`src/design/fsi_consts.svh`:
```
`ifndef FSI_CONSTS_SVH
`define FSI_CONSTS_SVH

// slave state request codes on the command port
`define FSI_REQ_INIT        4'h1
`define FSI_REQ_PREOP       4'h2
`define FSI_REQ_SAFEOP      4'h4
`define FSI_REQ_OP          4'h8

// indicator timing, ms and derived cycles at 20 MHz
`define FSI_CLK_HZ          20000000
`define FSI_FLASH_MS        200
`define FSI_FLASH_CYC       ((`FSI_CLK_HZ / 1000) * `FSI_FLASH_MS)
`define FSI_GAP_MS          1000
`define FSI_GAP_CYC         ((`FSI_CLK_HZ / 1000) * `FSI_GAP_MS)

// fifo geometry
`define FSI_FIFO_DEPTH      16
`define FSI_DATA_W          32

`endif

```
`src/design/fsi_pkg.sv`:
```
package fsi_pkg;
    typedef enum logic [3:0] {
        FSI_INIT   = 4'h1,
        FSI_PREOP  = 4'h2,
        FSI_SAFEOP = 4'h4,
        FSI_OP     = 4'h8
    } fsi_state_type;

    typedef enum logic [1:0] {
        FSI_LED_OFF   = 2'h0,
        FSI_LED_GREEN = 2'h1,
        FSI_LED_RED   = 2'h2
    } fsi_led_type;
endpackage

```
`src/design/fsi_fifo.sv`:
```
`timescale 1ns/100ps
module fsi_fifo #(
    parameter int WIDTH = 32,
    parameter int DEPTH = 16
) (
    // clock and reset
    input  wire logic             clk,
    input  wire logic             resetn,
    // fill side
    input  wire logic             in_valid,
    output logic                  in_ready,
    input  wire logic [WIDTH-1:0] in_data,
    // drain side
    output logic                  out_valid,
    input  wire logic             out_ready,
    output logic      [WIDTH-1:0] out_data
);
    localparam int AW = $clog2(DEPTH);
    logic [WIDTH-1:0] mem [DEPTH];
    logic [AW:0]      wr_ptr;
    logic [AW:0]      rd_ptr;
    logic [AW:0]      next_wr_ptr;
    logic [AW:0]      next_rd_ptr;
    logic             push;
    logic             pop;

    assign in_ready  = (wr_ptr - rd_ptr) != (AW+1)'(DEPTH);
    assign out_valid = wr_ptr != rd_ptr;
    assign push      = in_valid && in_ready;
    assign pop       = out_valid && out_ready;
    assign out_data  = mem[rd_ptr[AW-1:0]];

    always_comb begin
        next_wr_ptr = wr_ptr + (AW+1)'(push);
        next_rd_ptr = rd_ptr + (AW+1)'(pop);
    end

    always_ff @(posedge clk or negedge resetn) begin
        if (!resetn) begin
            wr_ptr <= '0;
            rd_ptr <= '0;
        end else begin
            wr_ptr <= next_wr_ptr;
            rd_ptr <= next_rd_ptr;
        end
    end

    always_ff @(posedge clk) begin
        if (push) begin
            mem[wr_ptr[AW-1:0]] <= in_data;
        end
    end

    a_fifo_no_overflow: assert property (@(posedge clk) disable iff (!resetn)
        (wr_ptr - rd_ptr) <= (AW+1)'(DEPTH)) else $error("fifo overfilled");
endmodule // fsi_fifo

```
`src/design/fsi_slave.sv`:
```
// Function
// exactly four states: init, preop, safeop, op; legal moves only
// start in init after reset; operational is the normal end
// master commands every state change; slave never moves itself
// traffic gated: init none, preop service, safeop adds tx, op adds rx
// slave-to-master data read-only; master-to-slave data writable
// measurements go slave-to-master, set points master-to-slave
// service messages handled on request, no timing guarantee
// master avoids service writes to process-mapped variables
// service writes only to read/write flagged, unmapped variables
// either port may be upstream; other port forwards onward
// run light: off init, blink preop, single flash safeop, on op, red fatal
// error light: blink config, one flash, two flashes, steady red
// link light: off no link, green link, blinking with activity
// flash and blink periods are parameters
// illegal state request rejected, state kept, config error shown
`timescale 1ns/100ps
`include "fsi_consts.svh"
module fsi_slave #(
    parameter int FLASH_CYC = `FSI_FLASH_CYC,
    parameter int GAP_CYC   = `FSI_GAP_CYC,
    parameter int WIDTH     = `FSI_DATA_W,
    parameter int DEPTH     = `FSI_FIFO_DEPTH
) (
    // clock and reset
    input  wire logic             clk,
    input  wire logic             resetn,
    // state requests from the master
    input  wire logic             req_valid,
    input  wire logic [3:0]       req_state,
    input  wire logic             cfg_ok,
    output fsi_pkg::fsi_state_type cur_state,
    // service channel write
    input  wire logic             svc_valid,
    input  wire logic             svc_write,
    input  wire logic             svc_var_rw,
    input  wire logic             svc_var_mapped,
    output logic                  svc_accept,
    output logic                  svc_refuse,
    // measurements out, slave to master
    input  wire logic             meas_valid,
    output logic                  meas_ready,
    input  wire logic [WIDTH-1:0] meas_data,
    output logic                  tx_valid,
    input  wire logic             tx_ready,
    output logic      [WIDTH-1:0] tx_data,
    // set points in, master to slave
    input  wire logic             rx_valid,
    input  wire logic [WIDTH-1:0] rx_data,
    output logic                  setp_valid,
    output logic      [WIDTH-1:0] setp_data,
    // faults and port status, asynchronous pins
    input  wire logic             fatal_err,
    input  wire logic             wdog_timeout,
    input  wire logic             app_fail,
    input  wire logic [1:0]       port_link,
    input  wire logic [1:0]       port_act,
    output logic      [1:0]       upstream_port,
    // indicators
    output fsi_pkg::fsi_led_type  run_led,
    output fsi_pkg::fsi_led_type  err_led,
    output logic      [1:0]       link_led
);
    // pin synchronisers
    logic [6:0] sync1;
    logic [6:0] sync2;
    always_ff @(posedge clk or negedge resetn) begin
        if (!resetn) begin
            sync1 <= '0;
            sync2 <= '0;
        end else begin
            sync1 <= {fatal_err, wdog_timeout, app_fail, port_link, port_act};
            sync2 <= sync1;
        end
    end
    logic       s_fatal;
    logic       s_wdog;
    logic       s_app;
    logic [1:0] s_link;
    logic [1:0] s_act;
    assign {s_fatal, s_wdog, s_app, s_link, s_act} = sync2;

    function automatic logic legal_move(input logic [3:0] from, input logic [3:0] to);
        case (to)
            `FSI_REQ_INIT:   legal_move = 1'b1;
            `FSI_REQ_PREOP:  legal_move = from != `FSI_REQ_OP;
            `FSI_REQ_SAFEOP: legal_move = from != `FSI_REQ_INIT;
            `FSI_REQ_OP:     legal_move = from == `FSI_REQ_SAFEOP || from == `FSI_REQ_OP;
            default:         legal_move = 1'b0;
        endcase
    endfunction

    // state machine, moved only by requests
    fsi_pkg::fsi_state_type next_state;
    logic                   cfg_err;
    logic                   next_cfg_err;
    always_comb begin
        next_state   = cur_state;
        next_cfg_err = cfg_err;
        if (req_valid) begin
            if (legal_move(cur_state, req_state) && (cfg_ok || req_state == `FSI_REQ_INIT)) begin
                next_state   = fsi_pkg::fsi_state_type'(req_state);
                next_cfg_err = 1'b0;
            end else begin
                next_cfg_err = 1'b1;
            end
        end
    end
    always_ff @(posedge clk or negedge resetn) begin
        if (!resetn) begin
            cur_state <= fsi_pkg::FSI_INIT;
            cfg_err   <= 1'b0;
        end else begin
            cur_state <= next_state;
            cfg_err   <= next_cfg_err;
        end
    end

    // traffic gates
    logic svc_open;
    logic tx_open;
    logic rx_open;
    assign svc_open = cur_state != fsi_pkg::FSI_INIT;
    assign tx_open  = cur_state == fsi_pkg::FSI_SAFEOP || cur_state == fsi_pkg::FSI_OP;
    assign rx_open  = cur_state == fsi_pkg::FSI_OP;

    // service writes: read/write and not process mapped
    logic next_svc_accept;
    logic next_svc_refuse;
    always_comb begin
        next_svc_accept = 1'b0;
        next_svc_refuse = 1'b0;
        if (svc_valid && svc_open) begin
            if (!svc_write || (svc_var_rw && !svc_var_mapped)) begin
                next_svc_accept = 1'b1;
            end else begin
                next_svc_refuse = 1'b1;
            end
        end else if (svc_valid) begin
            next_svc_refuse = 1'b1;
        end
    end
    always_ff @(posedge clk or negedge resetn) begin
        if (!resetn) begin
            svc_accept <= 1'b0;
            svc_refuse <= 1'b0;
        end else begin
            svc_accept <= next_svc_accept;
            svc_refuse <= next_svc_refuse;
        end
    end

    // measurements flow through the fifo, read-only to the master
    logic             f_valid;
    logic [WIDTH-1:0] f_data;
    fsi_fifo #(.WIDTH(WIDTH), .DEPTH(DEPTH)) u_tx_fifo (
        .clk       (clk),
        .resetn    (resetn),
        .in_valid  (meas_valid),
        .in_ready  (meas_ready),
        .in_data   (meas_data),
        .out_valid (f_valid),
        .out_ready (tx_ready && tx_open),
        .out_data  (f_data)
    );
    assign tx_valid = f_valid && tx_open;
    assign tx_data  = f_data;

    // set points written by the master only in operational
    logic             next_setp_valid;
    logic [WIDTH-1:0] next_setp_data;
    always_comb begin
        next_setp_valid = rx_valid && rx_open;
        next_setp_data  = next_setp_valid ? rx_data : setp_data;
    end
    always_ff @(posedge clk or negedge resetn) begin
        if (!resetn) begin
            setp_valid <= 1'b0;
            setp_data  <= '0;
        end else begin
            setp_valid <= next_setp_valid;
            setp_data  <= next_setp_data;
        end
    end

    // upstream is the first port to show a link, port 0 on a tie; kept while its link holds
    logic [1:0] next_up;
    always_comb begin
        next_up = upstream_port;
        if (upstream_port == 2'h0 || !(|(upstream_port & s_link))) begin
            next_up = s_link[0] ? 2'h1 : (s_link[1] ? 2'h2 : 2'h0);
        end
    end
    always_ff @(posedge clk or negedge resetn) begin
        if (!resetn) upstream_port <= 2'h0;
        else         upstream_port <= next_up;
    end

    // flash timebase: 8 slots per frame, one slot per flash period
    logic [31:0] tick_cnt;
    logic [31:0] next_tick_cnt;
    logic [2:0]  slot;
    logic [2:0]  next_slot;
    logic [31:0] gap_cnt;
    logic [31:0] next_gap_cnt;
    logic        in_gap;
    always_comb begin
        next_tick_cnt = tick_cnt + 32'h1;
        next_slot     = slot;
        next_gap_cnt  = gap_cnt;
        if (in_gap) begin
            next_tick_cnt = 32'h0;
            next_gap_cnt  = gap_cnt + 32'h1;
            if (gap_cnt >= 32'(GAP_CYC)) next_gap_cnt = 32'h0;
        end else if (tick_cnt >= 32'(FLASH_CYC - 1)) begin
            next_tick_cnt = 32'h0;
            next_slot     = slot + 3'h1;
            if (slot == 3'h7) next_gap_cnt = 32'h1;
        end
    end
    assign in_gap = gap_cnt != 32'h0;
    always_ff @(posedge clk or negedge resetn) begin
        if (!resetn) begin
            tick_cnt <= 32'h0;
            slot     <= 3'h0;
            gap_cnt  <= 32'h0;
        end else begin
            tick_cnt <= next_tick_cnt;
            slot     <= next_slot;
            gap_cnt  <= next_gap_cnt;
        end
    end
    logic blink;
    logic flash1;
    logic flash2;
    assign blink  = !slot[0] && !in_gap;
    assign flash1 = slot == 3'h0 && !in_gap;
    assign flash2 = (slot == 3'h0 || slot == 3'h2) && !in_gap;

    // unsolicited change: state dropped without a request
    logic unsol;
    logic next_unsol;
    always_comb begin
        next_unsol = unsol;
        if (cur_state != next_state && !req_valid) next_unsol = 1'b1;
        if (req_valid) next_unsol = 1'b0;
    end
    always_ff @(posedge clk or negedge resetn) begin
        if (!resetn) unsol <= 1'b0;
        else         unsol <= next_unsol;
    end

    // indicator drive, registered
    fsi_pkg::fsi_led_type next_run;
    fsi_pkg::fsi_led_type next_err;
    logic [1:0]           next_link;
    always_comb begin
        next_run = fsi_pkg::FSI_LED_OFF;
        if (s_fatal) next_run = fsi_pkg::FSI_LED_RED;
        else case (cur_state)
            fsi_pkg::FSI_OP:     next_run = fsi_pkg::FSI_LED_GREEN;
            fsi_pkg::FSI_PREOP:  next_run = blink ? fsi_pkg::FSI_LED_GREEN : fsi_pkg::FSI_LED_OFF;
            fsi_pkg::FSI_SAFEOP: next_run = flash1 ? fsi_pkg::FSI_LED_GREEN : fsi_pkg::FSI_LED_OFF;
            default:             next_run = fsi_pkg::FSI_LED_OFF;
        endcase
        next_err = fsi_pkg::FSI_LED_OFF;
        if (s_app) next_err = fsi_pkg::FSI_LED_RED;
        else if (s_wdog) next_err = flash2 ? fsi_pkg::FSI_LED_RED : fsi_pkg::FSI_LED_OFF;
        else if (unsol) next_err = flash1 ? fsi_pkg::FSI_LED_RED : fsi_pkg::FSI_LED_OFF;
        else if (cfg_err) next_err = blink ? fsi_pkg::FSI_LED_RED : fsi_pkg::FSI_LED_OFF;
        for (int i = 0; i < 2; i++) begin
            next_link[i] = s_link[i] && (!s_act[i] || blink);
        end
    end
    always_ff @(posedge clk or negedge resetn) begin
        if (!resetn) begin
            run_led  <= fsi_pkg::FSI_LED_OFF;
            err_led  <= fsi_pkg::FSI_LED_OFF;
            link_led <= 2'h0;
        end else begin
            run_led  <= next_run;
            err_led  <= next_err;
            link_led <= next_link;
        end
    end

    // checks
    a_state_hold: assert property (@(posedge clk) disable iff (!resetn)
        !req_valid |=> $stable(cur_state)) else $error("state moved unasked");
    a_rx_gated: assert property (@(posedge clk) disable iff (!resetn)
        setp_valid |-> $past(cur_state) == fsi_pkg::FSI_OP) else $error("rx outside op");
    a_tx_gated: assert property (@(posedge clk) disable iff (!resetn)
        tx_valid |-> cur_state == fsi_pkg::FSI_SAFEOP || cur_state == fsi_pkg::FSI_OP)
        else $error("tx outside safeop/op");
    a_skip_rejected: assert property (@(posedge clk) disable iff (!resetn)
        req_valid && cur_state == fsi_pkg::FSI_INIT && req_state == `FSI_REQ_OP
        |=> cur_state == fsi_pkg::FSI_INIT && cfg_err) else $error("skip accepted");
    a_svc_refuse_ro: assert property (@(posedge clk) disable iff (!resetn)
        svc_valid && svc_write && !svc_var_rw |=> svc_refuse && !svc_accept)
        else $error("ro write accepted");
    a_run_op_green: assert property (@(posedge clk) disable iff (!resetn)
        cur_state == fsi_pkg::FSI_OP && !s_fatal |=> run_led == fsi_pkg::FSI_LED_GREEN)
        else $error("run light not green");
    a_err_app_red: assert property (@(posedge clk) disable iff (!resetn)
        s_app |=> err_led == fsi_pkg::FSI_LED_RED) else $error("err light not red");
    a_link_off: assert property (@(posedge clk) disable iff (!resetn)
        !s_link[0] |=> !link_led[0]) else $error("link light on without link");
    a_init_after_reset: assert property (@(posedge clk)
        $rose(resetn) |-> cur_state == fsi_pkg::FSI_INIT) else $error("not init");
endmodule // fsi_slave

```
`config.mk`:
```
export PLATFORM = sky130hd
export DESIGN_NAME = fsi_slave
export DESIGN_NICKNAME = d
export VERILOG_FILES = /design/src/design/fsi_pkg.sv /design/src/design/fsi_fifo.sv /design/src/design/fsi_slave.sv
export VERILOG_INCLUDE_DIRS = /design/src /design/src/design
export SDC_FILE = /design/constraint.sdc
export NUM_CORES = 1
export LEC_CHECK = 0
export ABC_AREA = 1
export BUFFER_PORTS_ARGS = -buffer_cell sky130_fd_sc_hd__clkbuf_2
export CORE_ASPECT_RATIO = 0.7
export CORE_UTILIZATION = 35
export CTS_CLUSTER_DIAMETER = 60
export DETAILED_ROUTE_END_ITERATION = 10
export PLACE_DENSITY = 0.54
export SYNTH_ARGS = -nofsm -noshare
export SYNTH_HDL_FRONTEND = slang
export SYNTH_SLANG_ARGS = --single-unit
```
`constraint.sdc`:
```
create_clock -name clk -period 4.8 [get_ports clk]
set_clock_uncertainty 0.1 [all_clocks]
set_input_delay 1.2 -clock clk [delete_from_list [all_inputs] [get_ports clk]]
set_output_delay 1.2 -clock clk [all_outputs]
set_load 0.01 [all_outputs]
```
==> results of run 1 <==
[critical path, cell delays in order, from the launching register on]
cell      delay [ns]
dfrtp_4         0.65
buf_12          0.42
mux2i_1         0.22
o211ai_1        0.37
o211ai_1        0.14
nand2_1         0.14
clkbuf_2        0.14
[flip-flops by register name (all words and copies together), names as in the netlist, 5 cells and up]
signal / cells
u_tx_fifo.mem: 512
gap_cnt: 32
setp_data: 32
tick_cnt: 32
sync1: 7
sync2: 7
u_tx_fifo.rd_ptr: 5
u_tx_fifo.wr_ptr: 5
[metal layers]
layer / track usage (%) / vias up / routed length (µm)
met1: 24.1 / 8122 / 30900
li1: - / 7828 / -
met3: 3.47 / 85 / 3790
met4: 4.94 / 0 / 1300
met5: 0 / - / 0
met2: 24.8 / 392 / 28500
[synthesized netlist by cell type, types with 8 or more instances]
| cell | n |
|---|---|
| o21ai_0 | 158 |
| o21ai_1 | 9 |
| nor2_1 | 145 |
| ha_1 | 15 |
| clkbuf_1 | 49 |
| inv_1 | 220 |
| a21oi_1 | 135 |
| edfxtp_1 | 512 |
| buf_1 | 14 |
| o211ai_1 | 128 |
| buf_2 | 29 |
| dfrtp_1 | 138 |
| mux2_2 | 32 |
| mux2i_1 | 123 |
| xnor2_1 | 8 |
| nand3_1 | 89 |
| nor3_1 | 20 |
| nand4_1 | 13 |
| xor2_1 | 28 |
| nand2_1 | 178 |
| buf_4 | 12 |
[final cells by class]
type / instances / area share (%)
Timing Repair Buffer: 199 / 3.94
Antenna cell: 2 / 0.0159
Inverter: 222 / 2.66
Tap cell: 989 / 3.94
Clock buffer: 92 / 6.27
Sequential cell: 651 / 60.1
Multi-Input combinational cell: 1132 / 21.8
Clock inverter: 39 / 1.25
[cells in the final DEF, fill, tap and decap left out, drive strengths merged]
cell type,n
a21o,1
o22ai,1
edfxtp,512
a31o,1
nor3,24
and3,1
a31oi,2
o21bai,1
nor2,150
o21ai,167
clkbuf,256
ha,15
nand4,13
a21oi,135
nor2b,1
clkinv,27
o211ai,128
dfrtp,138
dfstp,1
xnor2,8
mux2,32
nor4,1
mux2i,123
nand2,180
nand3b,3
buf,35
a21boi,2
diode,2
nand3,92
xor2,28
conb,18
bufinv,5
nor3b,4
or2,1
inv,229
[worst max path at each step]
stage                                      to  slack, ns  cells past startpoint
6_report                          tx_data[29]       0.55                      6
5_1_grt                           tx_data[31]       0.33                      7
4_1_cts                           tx_data[31]       0.51                      7
3_5_place_dp                      tx_data[31]       1.21                      7
3_3_place_gp                       tx_data[6]       1.16                      7
2_1_floorplan  u_tx_fifo.mem[10][0]$_DFFE_PP_       0.73                     15
[cells by family after synthesis]
family                     Yosys count
xor gates and xnor gates            36
AOI/OAI and AO/OA                  438
buffers and inverters              327
DFF                                651
and+or+nand+nor                    470
other                                1
adders and majority gates           15
muxes                              155
[power groups by stage]
stage | clock (mW) | sequential [mW] | combinational (mW)
3_3_place_gp | 0 | 7.13 | 4.35
6_report | 5.52 | 7.04 | 4.33
3_5_place_dp | 0 | 7.15 | 4.38
5_1_grt | 5.89 | 7.10 | 4.79
4_1_cts | 5.68 | 7.04 | 4.40
2_1_floorplan | 0 | 7.13 | 2.82
==> metrics.txt, run 1 <==
first-pass GRT wire length=97800 µm; Post-DP HPWL=37000 µm; r2r endpoint=u_tx_fifo.mem[14][2]$_DFFE_PP_; Critical Path Start=u_tx_fifo.rd_ptr[0]$_DFF_PN0_; root buf cell=clkbuf_16; post-route insts no fill=approximately 3300; status=finished clean; Worst Hold Class=flop to flop; Synth area leaders=edfxtp_1, dfrtp_1, mux2i_1; antenna-violating nets left=0; Post-Synth Adder-Cell Area=0.699%; CTS clk-pin slew, worst paths=0.06 ns; # rows=84; Gate power share=25.6%; internal reg-to-reg setup slack=1.28 ns; Die Y=234 µm; Power Dens Cells=538 mW/mm²; Final nets=2379; Post-Layout Inst Area=0.0314 mm²; TritonRoute pass-1 iters=5; main combinational cell family by area after synthesis=compound AO/OA/AOI/OAI gates; share of cells above drive strength 1=16.3%; mux cell area share after synthesis=5.93%; Net Sw Power=5.39 mW; ys flop type=edfxtp_1; Max clock buf depth=3; Setup TNS=0 ns; setup repair bufs after CTS=0; CTS resizes=0; RSZ-0062 raised after global routing=no; Cell Int Power=11.5 mW; cell count after synthesis=2093; CP arrival=2.95 ns; GP Congestion=0.803; die area=around 0.078 mm²; FF+latch count, synth=651; register area share after synthesis=70.2%; peak supply drop=362 µV; CP Capture Type=output port; die width=333 µm; Clock Sinks=651; Place WS=1.21 ns; total power=16.9 mW; Final Setup Violations=0; vias in the first global route=16000; FMAX=235 MHz; Placed Area=approximately 0.029 mm²; hold_sp=sync1[1]$_DFF_PN0_; area occupied by multi-input gates=0.00686 mm²; Sw Share=31.9%; Inst Count DP=3193; Avg Vias per Cell=4.94; Iteration-0 DRC Markers=1365; Synth Area in Compound Gates=under 10%; critical path data required time=3.50 ns; Core ar.=0.0755 mm²; Initial Util=a little over a third; Yosys top cell area share=57.3%; biggest area consumer among synthesized cells=edfxtp_1; clock buffer count from CTS=slightly above 70; count of max-cap constraint violations=0; CTS tree=done; Syn Area/Cell=12.8 µm²; Syn Std Cell Area=0.0268 mm²; clock share of power=32.7%; YS warnings=0; area grow syn2layout=17.0%; final worst-path cycle share=88.6%; Leak=12.0 nW; Critical R2R Launch=u_tx_fifo.rd_ptr[0]$_DFF_PN0_; WS Path Type=flop to output port; Setup WS post-layout=0.550 ns; H-tree levels=3; Crit Path Max Fanout=134; I/O pin count=167; largest net degree at the start of global routing=around 140; simple-gate share of the synthesized area=about 7.6%; Slew HR=about two fifths; Reg power frac=a little over two fifths; GR Util All Layers=16.6%; gr ovfl total=0; Max Slew Vio Count=0; # hold bufs at CTS=0; Buffers on Ports=roughly 170; Remaining DRCs=0; hold path cells=0; DRT Wirelength=64500 µm; R2R cell count=9; Filler cells=6986; Startpoint Class=flop; end-of-flow core utilization=41.6%; Fin Hold WS=0.248 ns; Fin. Hold Viols=0; drt wl/cell=19.4 µm; Hold EP=sync2[1]$_DFF_PN0_; EDFF count, synth=approximately 500; worst-margin pin slew=between 0.9 and 1 ns; ys async rst share=21.4%; initial antenna violation count=3; Register Area=roughly 0.019 mm²; xor and xnor area share after synthesis=1.17%; clk_lat worst skew=0.62 ns; Tmin final=4.25 ns; via count=16400; Distinct cells, synth=between 40 and 50
(Power assumes the default switching activity.)
==> run 2: changes to the inputs <==
Clock period 4.8 ns to 5.1 ns, I/O delays scaled along.
==> run 2 against run 1 <==
  * Sequential power decreased by 4.8%
  * First-iteration DRC count decreased by 1.1%
  * Via count increased by 0.66%
==> metrics.txt, run 2 (same netlist as run 1, synthesis figures left out) <==
Fin. Hold Viols=0 (unchanged); gr ovfl total=0 (unchanged); CTS resizes=0 (unchanged); status=finished clean; Register Area=0.0189 mm² (unchanged); root buf cell=clkbuf_16; Buffers on Ports=165 (unchanged); r2r endpoint=u_tx_fifo.mem[6][4]$_DFFE_PP_; final worst-path cycle share=88.6%; WS Path Type=flop to output port; Initial Util=35.6% (unchanged); hold_sp=sync1[2]$_DFF_PN0_; Setup TNS=0 ns (unchanged); max FFs per register=512 (unchanged); Iteration-0 DRC Markers=1350 (-1.1%); Tmin final=4.52 ns; Startpoint Class=flop; Met2 Wirelength=28800 µm (+1.1%); end-of-flow core utilization=41.7% (+0.098 points); share of cells above drive strength 1=16.7% (+0.35 points); area occupied by multi-input gates=0.00686 mm² (unchanged); Clock Sinks=651 (unchanged); hold path cells=0 (unchanged); commonest non-fill, non-tap cell in the layout=edfxtp_1; Hold EP=sync2[2]$_DFF_PN0_; Final Setup Violations=0 (unchanged); Leak=12.0 nW (+0.29%); I/O pin count=167 (unchanged); GR Util All Layers=16.9% (+0.39 points); initial antenna violation count=1 (-2); DRT met1 WL=32100 µm (+4.1%); clock buffer count from CTS=69 (-4.2%); die area=0.0778 mm² (unchanged); GP Congestion=0.851 (+6.0%); Remaining DRCs=0 (unchanged); Core ar.=0.0755 mm² (unchanged); worst-margin pin slew=0.960 ns (+0.0592 ns); antenna-violating nets left=0 (unchanged); Avg Vias per Cell=4.97 (+0.57%); CTS tree=done; Top Layer Used=met5; Post-DP HPWL=39800 µm (+7.6%); R2R cell count=10 (+1); H-tree levels=3 (unchanged); Power Dens Cells=508 mW/mm² (-5.5%); CTS clk-pin slew, worst paths=0.06 ns (about the same); Die Y=234 µm (unchanged); via count=16500 (+0.66%); drt wl/cell=19.7 µm (+1.5%); Final nets=2387 (+0.34%); CP arrival=3.14 ns (+0.19 ns); peak supply drop=271 µV (-25%); Max Slew Vio Count=0 (unchanged); # hold bufs at CTS=0 (unchanged); RSZ-0062 raised after global routing=no; DRT Wirelength=65500 µm (+1.6%); Slew HR=36.0% (-3.9 points); Filler cells=6943 (-0.62%); CP Capture Type=output port; die width=333 µm (unchanged); clk_lat worst skew=0.61 ns (about the same); Max clock buf depth=3 (unchanged); count of max-cap constraint violations=0 (unchanged); # rows=84 (unchanged); FMAX=around 220 MHz; critical path data required time=3.72 ns (+0.22 ns); WL met3=3360 µm (-11%); Crit Path Max Fanout=55 (-59%); vias in the first global route=16300 (+2.1%); Critical R2R Launch=u_tx_fifo.rd_ptr[2]$_DFF_PN0_; Worst Hold Class=flop to flop; ant diodes=0 (-2); first-pass GRT wire length=100000 µm (+2.5%); area grow syn2layout=17.3%; setup repair bufs after CTS=0 (unchanged); most frequent cells in the layout=edfxtp_1, inv_1, nand2_1, clkbuf_2, o21ai_0; TritonRoute pass-1 iters=5 (unchanged); largest net degree at the start of global routing=124 (-8.8%); internal reg-to-reg setup slack=1.14 ns (-0.14 ns)
## run 2: changes by cell type in the layout (fill, tap and decap cells not counted), sizes merged
cell | previous run | this run
buf | 35 | 46
bufinv | 5 | 7
clkbuf | 256 | 251
clkinv | 27 | 26
clkinvlp | 0 | 2
diode | 2 | 0
inv | 229 | 225
## run 2: metrics by stage
step | cell area [µm²] | total power [mW] | instances | worst slack [ns] | hold slack [ns]
after floorplan | 26900 | 9.36 | 2110 | 1.03 | 0.231
after global placement | 29200 | 11.0 | 3204 | 1.13 | 0.233
after detailed placement | 29200 | 11.1 | 3204 | 1.10 | 0.235
after CTS | 31500 | 16.2 | 3329 | 0.597 | 0.241
after global routing | 31500 | 16.9 | 3329 | 0.399 | 0.255
final | 31500 | 16.0 | 3329 | 0.584 | 0.231
## run 2: final cells by class
cell class	instances	area share, %
Sequential cell	651	59.9
Tap cell	989	3.93
Clock buffer	87	6.03
Multi-Input combinational cell	1132	21.8
Inverter	222	2.66
Timing Repair Buffer	210	4.35
Clock inverter	38	1.31
## run 2: critical path, stage by stage (launching register included)
cell,delay (ns)
dfrtp_4,0.77
buf_4,0.67
a21oi_1,0.08
o21ai_0,0.10
o21ai_0,0.09
o211ai_1,0.53
nand2_1,0.11
clkbuf_2,0.15
## run 2: power by group
part / switching, mW / internal [mW]
Sequential: 0.331 / 6.37
Clock: 2.10 / 3.01
Combinational: 2.68 / 1.50
Total: 5.11 / 10.9
## run 2: worst max-delay path by stage
stage / start / end / slack, ns / cells after the start
after global placement: u_tx_fifo.rd_ptr[2]$_DFF_PN0_ / u_tx_fifo.mem[7][6]$_DFFE_PP_ / 1.13 / 10
after global routing: u_tx_fifo.rd_ptr[1]$_DFF_PN0_ / tx_data[27] / 0.40 / 7
after floorplan: u_tx_fifo.rd_ptr[1]$_DFF_PN0_ / u_tx_fifo.mem[10][0]$_DFFE_PP_ / 1.03 / 15
after CTS: u_tx_fifo.rd_ptr[1]$_DFF_PN0_ / tx_data[27] / 0.60 / 7
final: u_tx_fifo.rd_ptr[1]$_DFF_PN0_ / tx_data[27] / 0.58 / 7
after detailed placement: u_tx_fifo.rd_ptr[2]$_DFF_PN0_ / u_tx_fifo.mem[6][0]$_DFFE_PP_ / 1.10 / 10
## run 2: layer usage
metal | up-vias | track usage (%)
li1 | 7848 | -
met1 | 8206 | 25.2
met2 | 393 | 25.3
met3 | 86 | 3.23
met4 | 2 | 4.31
met5 | - | 0
==> run 3: changes to the inputs <==
Settings changed: ABC_CLOCK_PERIOD_IN_PS set to 5100, PLACE_DENSITY 0.54 to unset, SYNTH_HIERARCHICAL set to 1.
==> run 3 against run 2 <==
  * Synthesized cell count increased by 9.2%
  * Area after synthesis about the same
  * Final area decreased by 1.0%
  * Hold slack improved by 0.016 ns
  * Critical path depth increased by 1
  * Non-clock buffer count unchanged
  * Flip-flop and latch count unchanged
  * Combinational power decreased by 20%
  * Core utilization decreased by 0.50 points
  * Critical path type unchanged
  * Critical endpoint is now tx_data[3]
  * Highest routed layer unchanged
==> metrics.txt, run 3 <==
area grow syn2layout=16.0%; Post-DP HPWL=37700 µm (-5.3%); Inst Count DP=3395 (+6.0%); Place WS=0.721 ns (-0.381 ns); EDFF count, synth=512 (unchanged); max FFs per register=512 (unchanged); CP delay by family, top=flip-flops; Tmin final=4.76 ns (+0.246 ns); final worst-path cycle share=93.4% (+4.8 points); most frequent cells in the layout=nand2_1, edfxtp_1, nor2_1, clkbuf_2, dfrtp_1; die width=333 µm (about the same); Clock Sinks=651 (unchanged); clock buffer count from CTS=70 (+1.4%); Final nets=2579 (+8.0%); Max Slew Vio Count=0 (unchanged); Crit Path Max Fanout=195 (+250%); Synth Area in Compound Gates=6.64% (-2.8 points); Power Dens Cells=475 mW/mm² (-6.5%); GP Congestion=0.827 (-2.8%); Fin Hold WS=0.248 ns (+0.0163 ns); # rows=84 (unchanged); Max clock buf depth=3 (unchanged); status=finished clean; Slew HR=37.6% (+1.6 points); H-tree levels=3 (unchanged); Post-Synth Adder-Cell Area=0.699% (about the same); die area=0.0779 mm² (about the same); CTS tree=done; simple-gate share of the synthesized area=16.6% (+8.9 points); Fin. Hold Viols=0 (unchanged); ant diodes=0 (unchanged); Remaining DRCs=0 (unchanged); DRT Wirelength=66400 µm (+1.4%); GR Util All Layers=17.0% (+0.043 points); drt wl/cell=18.9 µm (-4.2%); CP Capture Type=output port; ys async rst share=21.4% (unchanged); CTS clk-pin slew, worst paths=0.06 ns (about the same); CP arrival=3.39 ns (+0.25 ns); Setup TNS=0 ns (unchanged); Leak=11.7 nW (-3.0%); Buffers on Ports=165 (unchanged); I/O pin count=167 (unchanged); Buf/Inv on CP=2 (unchanged); first-pass GRT wire length=101000 µm (+0.98%); slowest CP cell=dfrtp_4; critical path data required time=3.72 ns (about the same); Final Setup Violations=0 (unchanged); Worst Hold Class=flop to flop; Syn Area/Cell=11.8 µm² (-8.3%); Setup WS post-layout=0.338 ns (-0.246 ns); TritonRoute pass-1 iters=5 (unchanged); Startpoint Class=flop; cell mode on critical path=nand2_1; FF+latch count, synth=651 (unchanged); antenna-violating nets left=0 (unchanged); Core ar.=0.0756 mm² (+0.14%); clk_lat worst skew=0.62 ns (about the same); worst-margin pin slew=0.936 ns (-0.0239 ns); ys flop type=edfxtp_1; biggest area consumer among synthesized cells=edfxtp_1; main combinational cell family by area after synthesis=simple AND/OR/NAND/NOR gates; YS warnings=6 (+6); RSZ-0062 raised after global routing=no; Distinct cells, synth=52 (+18%); gr ovfl total=0 (unchanged); initial antenna violation count=2 (+1); vias in the first global route=16800 (+2.6%); commonest non-fill, non-tap cell in the layout=nand2_1; Initial Util=35.5% (about the same); largest net degree at the start of global routing=196 (+58%); register area share after synthesis=70.2% (about the same); via count=17700 (+7.1%); share of cells above drive strength 1=17.0% (+0.30 points); root buf cell=clkbuf_16; Avg Vias per Cell=5.03 (+1.2%); most common cell in the netlist=nand2_1; synth cell count leaders=nand2_1, edfxtp_1, nor2_1; post-route insts no fill=3523 (+5.8%); setup repair bufs after CTS=0 (unchanged); Syn Std Cell Area=0.0269 mm² (about the same); cell count after synthesis=2285 (+9.2%); # hold bufs at CTS=0 (unchanged); xor and xnor area share after synthesis=0.978% (-0.20 points); Iteration-0 DRC Markers=1609 (+19%); Synth area leaders=edfxtp_1, dfrtp_1, nand2_1; mux cell area share after synthesis=1.34% (-4.6 points); FMAX=210 MHz (-5.2%); Die Y=234 µm (about the same); peak supply drop=429 µV (+58%); count of max-cap constraint violations=0 (unchanged); WS Path Type=flop to output port; CP max stage delay=0.93 ns (+0.16 ns); CP Cell Sequence=buf_12 -> nand2_1 -> nand3_1 -> nand2_1 -> a31oi_1 -> o21ai_0 -> nand2_1 -> clkbuf_2; Yosys top cell area share=57.2% (about the same)
## run 3: changes by cell type in the layout (fill, tap and decap cells not counted), sizes merged, moves of 12 or more
| cell | change |
|---|---|
| inv | -120 |
| a21oi | -120 |
| nand2 | +367 |
| mux2i | -123 |
| nand3 | +14 |
| nor3 | +20 |
| a31oi | +63 |
| o21ai | +12 |
| nor2 | +157 |
| o211ai | -84 |
## run 3: kinds of logic (layout without fill, tap and decap cells)
kind of cell | after synthesis | in the layout
AND/OR/NAND/NOR | 1038 | 1038
flip-flops | 651 | 651
AO/OA/AOI/OAI | 312 | 312
buffers and inverters | 206 | 438
multiplexers | 32 | 32
XOR/XNOR | 30 | 30
adder cells (fa/ha/maj) | 15 | 15
other | 1 | 18
## run 3: worst register-to-register path, cell delays in order, from the launching register on
cell and delay (ns):
dfrtp_4 0.79, inv_1 0.18, ha_1 0.37, nand2_1 0.13
nand2_1 0.09, nand2_1 0.06, nand2_1 0.06, nand2_1 0.05
nand2_1 0.11, nor2_4 0.13, nor3_2 0.70, buf_12 0.35
## run 3: stage by stage
stage / power (mW) / util (%) / instance area, µm²
5_1_grt: 15.6 / 41.2 / 31100
4_1_cts: 14.9 / 41.2 / 31100
2_1_floorplan: 8.79 / - / 26900
3_3_place_gp: 9.94 / 38.3 / 28900
3_5_place_dp: 10.0 / 38.3 / 28900
6_report: 14.8 / 41.2 / 31100
## run 3: power breakdown
group,total [mW],internal [mW],switching (mW),leakage (nW)
combinational,3.36,0.979,2.38,4.17
clock,4.91,2.79,2.12,1.09
sequential,6.53,6.26,0.276,6.41
## run 3: layout make-up
| type | instances | area [µm²] |
|---|---|---|
| Multi-Input combinational cell | 1445 | 7200 |
| Clock buffer | 93 | 1920 |
| Timing Repair Buffer | 210 | 1240 |
| Tap cell | 989 | 1240 |
| Fill cell | 6968 | 44400 |
| Sequential cell | 651 | 18900 |
| Inverter | 100 | 383 |
| Clock inverter | 35 | 300 |
## run 3: worst paths after layout
path,start,endpoint,slack (ns),depth (start not counted)
worst min register to register,sync1[5]$_DFF_PN0_,sync2[5]$_DFF_PN0_,0.25,0
min in group asynchronous,resetn,tick_cnt[15]$_DFF_PN0_,0.63,1
worst min-delay path,sync1[5]$_DFF_PN0_,sync2[5]$_DFF_PN0_,0.25,0
worst max register to register,u_tx_fifo/rd_ptr[1]$_DFF_PN0_,u_tx_fifo/mem[3][20]$_DFFE_PP_,1.63,11
worst max-delay path,u_tx_fifo/rd_ptr[0]$_DFF_PN0_,tx_data[3],0.34,8
max in group asynchronous,resetn,setp_data[26]$_DFFE_PN0P_,3.35,2
## run 3: per-layer routing
metal / part of all wire (%) / up-vias / global-route usage, %
met3: 6.9 / 98 / 3.18
met2: 44 / 596 / 25.2
met1: 47 / 8698 / 25.5
met4: 1.9 / 2 / 4.41
li1: - / 8321 / -
met5: 0.021 / - / 0
## run 3: what timing repair did
action / in CTS / in global routing
resized for setup: 0 / 1
setup endpoints to repair: 0 / 1
hold endpoints to repair: 0 / 0
